File: config.mk
export PLATFORM = sky130hd
export DESIGN_NAME = cto_timer
export DESIGN_NICKNAME = d
export VERILOG_FILES = /design/src/inc/cto_pkg.sv /design/src/logic/cto_timer.sv
export VERILOG_INCLUDE_DIRS = /design/src /design/src/inc
export SDC_FILE = /design/constraint.sdc
export NUM_CORES = 1
export LEC_CHECK = 0
export ABC_AREA = 1
export BUFFER_PORTS_ARGS = -buffer_cell sky130_fd_sc_hd__buf_2
export CAP_MARGIN = 20
export CELL_PAD_IN_SITES_DETAIL_PLACEMENT = 1
export CELL_PAD_IN_SITES_GLOBAL_PLACEMENT = 1
export CORE_MARGIN = 2
export CORE_UTILIZATION = 25
export DETAILED_ROUTE_END_ITERATION = 12
export PLACE_DENSITY_LB_ADDON = 0.1
export SYNTH_ARGS = -nofsm -noshare
export SYNTH_HDL_FRONTEND = slang
export SYNTH_SLANG_ARGS = --single-unit
File: constraint.sdc
create_clock -name mclk -period 5.4 [get_ports mclk]
set_input_delay 1.08 -clock mclk [delete_from_list [all_inputs] [get_ports mclk]]
set_output_delay 1.08 -clock mclk [all_outputs]
set_load 0.05 [all_outputs]
File: src/inc/cto_params.svh
// Constants of the card time-out counter: register map, codes, reset values and counts.
// Contract
// - 05H halts upper stages, low keeps reloading
// - 61H stops low, 16-bit starts on write
// - 16-bit terminal count pulses, sets long flag
// - 00H stops every counter stage
// - 65H low auto-reload starts at START bit
// - Low terminal count pulses, sets flag, restarts
// - 65H 16-bit counter starts on write
// - 68H runs 24-bit on write, reloads frozen
// - 71H 16-bit starts, restarts at START bits
// - Reload writes apply from next START bit
// - 75H low and 16-bit both START-triggered
// - 7CH 24-bit START-triggered, restarts each START
// - 85H like 05H, halt 12 ETU after rx
// - E5H like 65H, low halts after 12
// - F1H like 71H, 16-bit halts after 12
// - F5H like 75H, both halt after 12
// - Reloads give 24-bit ETU count, low first
// - Unlisted codes treated as all stopped
// - Reload and config clear on reset, write-only
`ifndef CTO_PARAMS_SVH
`define CTO_PARAMS_SVH
`define CTO_IDX_CONFIG      6'h08
`define CTO_IDX_RELOAD_LOW  6'h09
`define CTO_IDX_RELOAD_MID  6'h0a
`define CTO_IDX_RELOAD_HIGH 6'h0b
`define CTO_IDX_STATUS      6'h0e
`define CTO_CODE_STOP       8'h00
`define CTO_CODE_LOW        8'h05
`define CTO_CODE_LOW_RX12   8'h85
`define CTO_CODE_HI         8'h61
`define CTO_CODE_BOTH       8'h65
`define CTO_CODE_BOTH_L12   8'he5
`define CTO_CODE_CHAIN      8'h68
`define CTO_CODE_HI_ST      8'h71
`define CTO_CODE_HI_ST12    8'hf1
`define CTO_CODE_BOTH_ST    8'h75
`define CTO_CODE_BOTH_ST12  8'hf5
`define CTO_CODE_CHAIN_ST   8'h7c
`define CTO_RST_BYTE        8'h00
`define CTO_HALT_ETU        4'd12
`define CTO_BIT_SHORT_FLAG  0
`define CTO_BIT_LONG_FLAG   1
`define CTO_BIT_LOW_RUN     2
`define CTO_BIT_HI_RUN      3
`endif

File: src/inc/cto_pkg.sv
// Types shared by the card time-out counter.
package cto_pkg;
    typedef enum logic [1:0] {
        CTO_ST_IDLE  = 2'b00,
        CTO_ST_ARMED = 2'b01,
        CTO_ST_RUN   = 2'b10
    } cto_state_t;
    typedef enum logic [1:0] {
        CTO_TRIG_OFF   = 2'b00,
        CTO_TRIG_WRITE = 2'b01,
        CTO_TRIG_START = 2'b10
    } cto_trig_t;
    typedef struct packed {
        cto_trig_t low_trig;
        cto_trig_t hi_trig;
        logic      chain24;
        logic      halt_low;
        logic      halt_hi;
        logic      rx_only;
    } cto_mode_t;
    typedef struct packed {
        logic        psel;
        logic        penable;
        logic        pwrite;
        logic [7:0]  paddr;
        logic [31:0] pwdata;
    } cto_apb_req_t;
endpackage

File: src/logic/cto_timer.sv
// Card time-out counter with APB register access.
//
// The APB interface to the registers and the address map were left to the implementer.
`timescale 1ns/1ps
`include "cto_params.svh"
module cto_timer
    import cto_pkg::*;
#(
    parameter int LOW_W = 8,
    parameter int HI_W  = 16
) (
    input  wire logic         mclk,            // System clock, 10 MHz.
    input  wire logic         srst,            // Synchronous reset, active high.
    input  wire logic         ce,              // Clock enable; low freezes all state.
    input  wire cto_apb_req_t apb_req,         // APB request signals.
    output logic [31:0]       prdata,          // APB read data.
    output logic              pready,          // APB ready.
    output logic              pslverr,         // APB error on unmapped address.
    input  wire logic         etu_tick,        // One pulse per elapsed ETU.
    input  wire logic         start_any,       // START bit seen on I/O, either direction.
    input  wire logic         start_rx,        // START bit of a received character.
    output logic              short_irq,       // Pulse at low stage terminal count.
    output logic              long_irq,        // Pulse at upper counter terminal count.
    output logic              short_counter_expired_flag, // Sticky low expiry flag.
    output logic              long_counter_expired_flag   // Sticky upper expiry flag.
);
    localparam int FULL_W = LOW_W + HI_W;

    function automatic logic [6:0] reg_sel(input logic [7:0] addr);
        logic [6:0] sel;
        sel = 7'h00;
        if (addr[1:0] == 2'b00) begin
            case (addr[7:2])
                `CTO_IDX_CONFIG:      sel[0] = 1'b1;
                `CTO_IDX_RELOAD_LOW:  sel[1] = 1'b1;
                `CTO_IDX_RELOAD_MID:  sel[2] = 1'b1;
                `CTO_IDX_RELOAD_HIGH: sel[3] = 1'b1;
                `CTO_IDX_STATUS:      sel[4] = 1'b1;
                default:              sel[6] = 1'b1;
            endcase
        end else begin
            sel[6] = 1'b1;
        end
        return sel;
    endfunction

    function automatic cto_mode_t decode_mode(input logic [7:0] code);
        cto_mode_t m;
        m = '{CTO_TRIG_OFF, CTO_TRIG_OFF, 1'b0, 1'b0, 1'b0, 1'b0};
        case (code)
            `CTO_CODE_LOW: begin
                m.low_trig = CTO_TRIG_WRITE;
            end
            `CTO_CODE_LOW_RX12: begin
                m.low_trig = CTO_TRIG_WRITE;
                m.halt_low = 1'b1;
                m.halt_hi  = 1'b1;
                m.rx_only  = 1'b1;
            end
            `CTO_CODE_HI: begin
                m.hi_trig = CTO_TRIG_WRITE;
            end
            `CTO_CODE_BOTH: begin
                m.low_trig = CTO_TRIG_START;
                m.hi_trig  = CTO_TRIG_WRITE;
            end
            `CTO_CODE_BOTH_L12: begin
                m.low_trig = CTO_TRIG_START;
                m.hi_trig  = CTO_TRIG_WRITE;
                m.halt_low = 1'b1;
            end
            `CTO_CODE_CHAIN: begin
                m.hi_trig = CTO_TRIG_WRITE;
                m.chain24 = 1'b1;
            end
            `CTO_CODE_HI_ST: begin
                m.hi_trig = CTO_TRIG_START;
            end
            `CTO_CODE_HI_ST12: begin
                m.hi_trig = CTO_TRIG_START;
                m.halt_hi = 1'b1;
            end
            `CTO_CODE_BOTH_ST: begin
                m.low_trig = CTO_TRIG_START;
                m.hi_trig  = CTO_TRIG_START;
            end
            `CTO_CODE_BOTH_ST12: begin
                m.low_trig = CTO_TRIG_START;
                m.hi_trig  = CTO_TRIG_START;
                m.halt_low = 1'b1;
                m.halt_hi  = 1'b1;
            end
            `CTO_CODE_CHAIN_ST: begin
                m.hi_trig = CTO_TRIG_START;
                m.chain24 = 1'b1;
            end
            default: begin
                m.low_trig = CTO_TRIG_OFF;
            end
        endcase
        return m;
    endfunction

    logic [7:0]        reload_low_reg;
    logic [7:0]        reload_mid_reg;
    logic [7:0]        reload_high_reg;
    cto_mode_t         mode_reg;
    cto_state_t        low_st_reg;
    cto_state_t        hi_st_reg;
    cto_state_t        halt_st_reg;
    logic [LOW_W-1:0]  low_cnt_reg;
    logic [FULL_W-1:0] hi_cnt_reg;
    logic [3:0]        halt_cnt_reg;
    logic [31:0]       prdata_reg;
    logic              pready_reg;
    logic              pslverr_reg;
    logic              short_irq_reg;
    logic              long_irq_reg;
    logic              short_flag_reg;
    logic              long_flag_reg;

    logic [6:0]        sel;
    logic              xfer_done;
    logic              wr_done;
    logic              cfg_wr;
    cto_mode_t         mode_next;
    logic              halt_now;
    logic              halt_start;
    logic              low_expire;
    logic              hi_expire;
    logic [FULL_W-1:0] hi_load;
    logic              hi_running;

    assign sel       = reg_sel(apb_req.paddr);
    assign xfer_done = ce & apb_req.psel & apb_req.penable & pready_reg;
    assign wr_done   = xfer_done & apb_req.pwrite;
    assign cfg_wr    = wr_done & sel[0];
    assign mode_next = decode_mode(apb_req.pwdata[7:0]);
    assign hi_running = (hi_st_reg == CTO_ST_RUN);

    // The upper counter uses the reload values present at the moment it is loaded.
    assign hi_load = mode_reg.chain24 ?
                     FULL_W'({reload_high_reg, reload_mid_reg, reload_low_reg}) :
                     FULL_W'({reload_high_reg, reload_mid_reg});

    assign halt_start = mode_reg.rx_only ? start_rx : start_any;
    assign halt_now   = (halt_st_reg == CTO_ST_RUN) & etu_tick &
                        (halt_cnt_reg == (`CTO_HALT_ETU - 4'd1));

    // A count of N expires on the N-th ETU tick; zero behaves like one.
    assign low_expire = (low_st_reg == CTO_ST_RUN) & etu_tick &
                        (low_cnt_reg <= LOW_W'(1));
    assign hi_expire  = hi_running & etu_tick &
                        (hi_cnt_reg <= FULL_W'(1));

    // APB slave: no wait states, ready comes from a flop in the access phase.
    always_ff @(posedge mclk) begin
        if (srst) begin
            pready_reg  <= 1'b0;
            pslverr_reg <= 1'b0;
            prdata_reg  <= 32'h0000_0000;
        end else if (ce) begin
            if (apb_req.psel & ~apb_req.penable & ~pready_reg) begin
                pready_reg  <= 1'b1;
                pslverr_reg <= sel[6];
                prdata_reg  <= 32'h0000_0000;
                if (sel[4] & ~apb_req.pwrite) begin
                    prdata_reg[`CTO_BIT_SHORT_FLAG] <= short_flag_reg;
                    prdata_reg[`CTO_BIT_LONG_FLAG]  <= long_flag_reg;
                    prdata_reg[`CTO_BIT_LOW_RUN]    <= (low_st_reg != CTO_ST_IDLE);
                    prdata_reg[`CTO_BIT_HI_RUN]     <= (hi_st_reg != CTO_ST_IDLE);
                end
            end else begin
                pready_reg  <= 1'b0;
                pslverr_reg <= 1'b0;
            end
        end
    end

    // Reload and configuration registers are write-only and read as zero.
    always_ff @(posedge mclk) begin
        if (srst) begin
            reload_low_reg  <= `CTO_RST_BYTE;
            reload_mid_reg  <= `CTO_RST_BYTE;
            reload_high_reg <= `CTO_RST_BYTE;
        end else if (wr_done) begin
            if (sel[1]) begin
                reload_low_reg <= apb_req.pwdata[7:0];
            end
            if (sel[2]) begin
                reload_mid_reg <= apb_req.pwdata[7:0];
            end
            if (sel[3]) begin
                reload_high_reg <= apb_req.pwdata[7:0];
            end
        end
    end

    always_ff @(posedge mclk) begin
        if (srst) begin
            mode_reg <= decode_mode(`CTO_RST_BYTE);
        end else if (cfg_wr) begin
            mode_reg <= mode_next;
        end
    end

    // Twelve-ETU stop timer, armed by a halting code and started by a START bit.
    always_ff @(posedge mclk) begin
        if (srst) begin
            halt_st_reg  <= CTO_ST_IDLE;
            halt_cnt_reg <= 4'd0;
        end else if (ce) begin
            if (cfg_wr) begin
                halt_cnt_reg <= 4'd0;
                if (mode_next.halt_low | mode_next.halt_hi) begin
                    halt_st_reg <= CTO_ST_ARMED;
                end else begin
                    halt_st_reg <= CTO_ST_IDLE;
                end
            end else begin
                case (halt_st_reg)
                    CTO_ST_ARMED: begin
                        if (halt_start) begin
                            halt_st_reg <= CTO_ST_RUN;
                        end
                    end
                    CTO_ST_RUN: begin
                        if (halt_now) begin
                            halt_st_reg <= CTO_ST_IDLE;
                        end else if (etu_tick) begin
                            halt_cnt_reg <= halt_cnt_reg + 4'd1;
                        end
                    end
                    default: begin
                        halt_st_reg <= CTO_ST_IDLE;
                    end
                endcase
            end
        end
    end

    // Low 8-bit stage: auto-reload counter.
    always_ff @(posedge mclk) begin
        if (srst) begin
            low_st_reg  <= CTO_ST_IDLE;
            low_cnt_reg <= '0;
        end else if (ce) begin
            if (cfg_wr) begin
                case (mode_next.low_trig)
                    CTO_TRIG_WRITE: begin
                        if (low_st_reg != CTO_ST_RUN) begin
                            low_cnt_reg <= LOW_W'(reload_low_reg);
                        end
                        low_st_reg <= CTO_ST_RUN;
                    end
                    CTO_TRIG_START: begin
                        low_st_reg <= CTO_ST_ARMED;
                    end
                    default: begin
                        low_st_reg <= CTO_ST_IDLE;
                    end
                endcase
            end else if (halt_now & mode_reg.halt_low) begin
                low_st_reg <= CTO_ST_IDLE;
            end else begin
                case (low_st_reg)
                    CTO_ST_ARMED: begin
                        if (start_any) begin
                            low_cnt_reg <= LOW_W'(reload_low_reg);
                            low_st_reg  <= CTO_ST_RUN;
                        end
                    end
                    CTO_ST_RUN: begin
                        if (low_expire) begin
                            low_cnt_reg <= LOW_W'(reload_low_reg);
                        end else if (etu_tick) begin
                            low_cnt_reg <= low_cnt_reg - LOW_W'(1);
                        end
                    end
                    default: begin
                        low_st_reg <= CTO_ST_IDLE;
                    end
                endcase
            end
        end
    end

    // Upper stages: 16-bit counter, or 24-bit when the low stage is chained in.
    always_ff @(posedge mclk) begin
        if (srst) begin
            hi_st_reg  <= CTO_ST_IDLE;
            hi_cnt_reg <= '0;
        end else if (ce) begin
            if (cfg_wr) begin
                case (mode_next.hi_trig)
                    CTO_TRIG_WRITE: begin
                        hi_st_reg <= CTO_ST_RUN;
                        if (mode_next.chain24) begin
                            hi_cnt_reg <= FULL_W'({reload_high_reg, reload_mid_reg,
                                                   reload_low_reg});
                        end else begin
                            hi_cnt_reg <= FULL_W'({reload_high_reg, reload_mid_reg});
                        end
                    end
                    CTO_TRIG_START: begin
                        hi_st_reg <= CTO_ST_ARMED;
                    end
                    default: begin
                        hi_st_reg <= CTO_ST_IDLE;
                    end
                endcase
            end else if (halt_now & mode_reg.halt_hi) begin
                hi_st_reg <= CTO_ST_IDLE;
            end else begin
                case (hi_st_reg)
                    CTO_ST_ARMED: begin
                        if (start_any) begin
                            hi_cnt_reg <= hi_load;
                            hi_st_reg  <= CTO_ST_RUN;
                        end
                    end
                    CTO_ST_RUN: begin
                        if (start_any & (mode_reg.hi_trig == CTO_TRIG_START)) begin
                            hi_cnt_reg <= hi_load;
                        end else if (hi_expire) begin
                            if (mode_reg.hi_trig == CTO_TRIG_START) begin
                                hi_st_reg <= CTO_ST_ARMED;
                            end else begin
                                hi_st_reg <= CTO_ST_IDLE;
                            end
                        end else if (etu_tick) begin
                            hi_cnt_reg <= hi_cnt_reg - FULL_W'(1);
                        end
                    end
                    default: begin
                        hi_st_reg <= CTO_ST_IDLE;
                    end
                endcase
            end
        end
    end

    // Expiry pulses and sticky flags; a write of one clears, a new expiry wins.
    always_ff @(posedge mclk) begin
        if (srst) begin
            short_irq_reg  <= 1'b0;
            long_irq_reg   <= 1'b0;
            short_flag_reg <= 1'b0;
            long_flag_reg  <= 1'b0;
        end else if (ce) begin
            short_irq_reg <= low_expire & ~cfg_wr;
            long_irq_reg  <= hi_expire & ~cfg_wr;
            if (low_expire & ~cfg_wr) begin
                short_flag_reg <= 1'b1;
            end else if (wr_done & sel[4] & apb_req.pwdata[`CTO_BIT_SHORT_FLAG]) begin
                short_flag_reg <= 1'b0;
            end
            if (hi_expire & ~cfg_wr) begin
                long_flag_reg <= 1'b1;
            end else if (wr_done & sel[4] & apb_req.pwdata[`CTO_BIT_LONG_FLAG]) begin
                long_flag_reg <= 1'b0;
            end
        end
    end

    assign prdata                     = prdata_reg;
    assign pready                     = pready_reg;
    assign pslverr                    = pslverr_reg;
    assign short_irq                  = short_irq_reg;
    assign long_irq                   = long_irq_reg;
    assign short_counter_expired_flag = short_flag_reg;
    assign long_counter_expired_flag  = long_flag_reg;
endmodule

==> run summary <==
Outcome = complete, no violations
Number of buffers created by CTS = 9
Growth of design area from synthesis to finish = 11.2%
Startpoint-to-endpoint class of the critical path = primary input to flop
Largest stage delay, worst path = 400 ps
Overall global routing resource usage = 17.4%
Number of antenna violations at the first check in global routing = 0
GR met3 Demand/Resource = 1.93%
Final Hold Violating Endpoints = 0
DP Wirelength = 15000 um
HP Class = flop to flop
Post-CTS setup buffer count = 0
Worst relative slew slack = 39.6%
Mapped Area = 5520 um^2
Fin worst setup slack = 2360 ps
Biggest area contributors in the synthesized netlist = dfxtp_1 30%, nand2_1 16%, nor2_1 9.7%
Met1 track demand over resource = 23.5%
Bufs on Longest Clock Path = 2
Power density of the placed cells = 232 nW/um^2
Total of hold buffers inserted after clock tree synthesis = 0
Detailed-routing iteration count for the pre-antenna-repair pass = 4
H-tree levels = 3
Total number of yosys warnings = 0
RSZ-0062 raised after global routing = no
Proportion of layout cells with a drive suffix above 1 = 7.05%
Cells on Worst Hold Path = 2
Post-layout min period = 3040 ps
Period utilisation layout = 56.2%
GR Overflow Total = 0
Most common cell after layout, fill and taps aside = nand2_1
Terminus of the critical flop-to-flop path = hi_cnt_reg[7]
Count of unique library cells instantiated by Yosys = 35
Number of flip-flops in the largest register = 24
Total number of vias = 5655
Effective utilization at floorplan = 25.4%
Clock-pin slew on the worst setup and hold paths = 60 ps
Chip Height = 153 um
Post-placement cell area = 5840 um^2
N_diodes = 0
Die X = 153 um
Total of buffers placed on input and output ports = 34
Total clock sinks = 82
Post-Syn Area per Cell = 5.96 um^2
Share of synthesized area occupied by flip-flops and latches = 29.8%
Setup slack on the worst flop-to-flop path = 2530 ps
Portion of synthesized cell area occupied by the leading cell type = 29.8%
Number of nets in the final layout = 999
TritonCTS clock tree = yes
Total Negative Setup Slacks = 0 ps
Largest voltage drop on the vdd net = 0.156 mV
Critical path endpoint category = flop
Aggregate routed wire length = 19900 um
Dominant cell type by area after synthesis = dfxtp_1
Std-Cell Rows = 54
Final count of pins violating max slew = 0
Worst-case hold path end point = long_irq
Cell with the largest stage delay on the worst path = nor2_8
Most frequent cells in the layout = 231 x nand2_1, 143 x nor2_1, 95 x inv_1
Remaining DRCs = 0
Biggest fanout along the worst timing path = 21
Routability Congestion = 0.759
Wire length of the first global-routing pass = 31900 um
Gate count after technology mapping = 926
Setup-violating endpoint count in the final report = 0
Root buffer cell = clkbuf_16
Met2 GRT Util = 29.0%
Number of cells on the worst reg-to-reg path = 11
Maximum number of pins on one net before global-route repair = 62
Final standard cell area without fillers = 6130 um^2
FF-to-FF Start = hi_cnt_reg[0]
Maximum clock frequency = 329 MHz
Data required time at the worst endpoint = 5640 ps
Sequence of cells on the critical path = buf_2, nor2_1, nand4_1, nor2_8, nand2_2, a21oi_4, nand2_2, buf_4, o21ai_0, nor2_1
PostCTS Resize Cnt = 0
Kind of launch point of the worst setup path = primary input
Worst Hold Launch = long_irq
Clock Latency Late Sink = 350 ps
DIE AREA = 23300 um^2
Max Cap Violations = 0
Placeable core area = 21800 um^2
Yosys reg bits = 82
Leakage power summed over all cells = 2.85 nW
Pre-CTS setup slack = 1940 ps
Largest clock skew in the final design = 8.14 ps
Violation count after the first detailed-route iteration = 224
Drt via density = 4.60
Most crowded layer after global routing = met2
Worst-margin pin slew = 899 ps
Core Util, Final = 28.2%
Routed wire per std cell = 16.2 um
Crit path DAT = 3280 ps
Residual antenna-violating net count after detailed routing = 0
Boundary pin count = 87
Via count of the first global-routing pass = 5625
Tot Pwr = 1.42 mW
## worst max-delay path by stage
stage	startpoint	endpoint	slack (ps)	cells after the start
after floorplan	apb_req[33]	hi_cnt_reg[14]	2850	10
after global placement	ce	hi_cnt_reg[10]	1970	11
after detailed placement	ce	hi_cnt_reg[7]	1940	11
after CTS	ce	hi_cnt_reg[7]	2310	11
after global routing	apb_req[33]	hi_cnt_reg[10]	2080	10
final	apb_req[33]	hi_cnt_reg[7]	2360	10
## cell families after synthesis
family	Yosys count	synth area share, %
AOI/OAI and AO/OA	187	18.1
xor gates and xnor gates	9	1.43
adders and majority gates	5	1.13
buffers and inverters	160	13.4
DFF	82	29.8
other	1	0.0680
and+or+nand+nor	482	36.2
## worst max-delay path, delay by kind of cell
kind | cells | cell delay, ps
compound gates | 2 | 510
buf+inv | 2 | 370
simple gates | 6 | 1290
## per-stage QoR
stage	hold slack, ps	cells
after floorplan	445	953
after global placement	456	1214
after detailed placement	459	1214
after CTS	469	1230
after global routing	494	1230
final	463	1230
## cell type report
cell class              count  area [um^2]
repair buffers             43          238
clock inverters             5         53.8
multi-input cells         711         3240
clock buffers              11          243
fillers                  2866        15600
inverters                  98          369
flip-flops and latches     82         1640
well taps                 280          350
## routing by layer
metal | wire length, um | vias up
li1 | - | 2985
met1 | 9890 | 2580
met2 | 9320 | 72
met3 | 420 | 18
met4 | 319 | 0
met5 | 0 | -
## cells in the mapped netlist
master	number
o21ai_0	91
inv_2	1
nor2_8	1
nand4_1	10
nor3_1	13
nor2_4	1
clkinv_1	1
nand3_1	72
o21ai_1	1
a21oi_1	73
nor3b_1	2
xnor2_1	3
a31oi_1	2
nand2_2	3
o31ai_1	2
buf_6	3
and2_1	1
buf_1	5
xor2_1	6
buf_2	7
nand3b_1	1
nand2_1	231
or2_2	1
nor4_1	3
a21oi_4	1
o211ai_1	15
clkbuf_1	19
ha_1	5
conb_1	1
a211oi_1	2
dfxtp_1	82
nor2_1	143
inv_1	95
buf_4	28
clkinv_2	1
## report_power, final
part	internal, mW	leakage, nW	switching (mW)	total, mW
clock	0.370	0.149	0.280	0.651
combinational	0.0339	2.04	0.121	0.155
sequential	0.612	0.662	0.00587	0.618
Power figures use the tool's default switching activity.
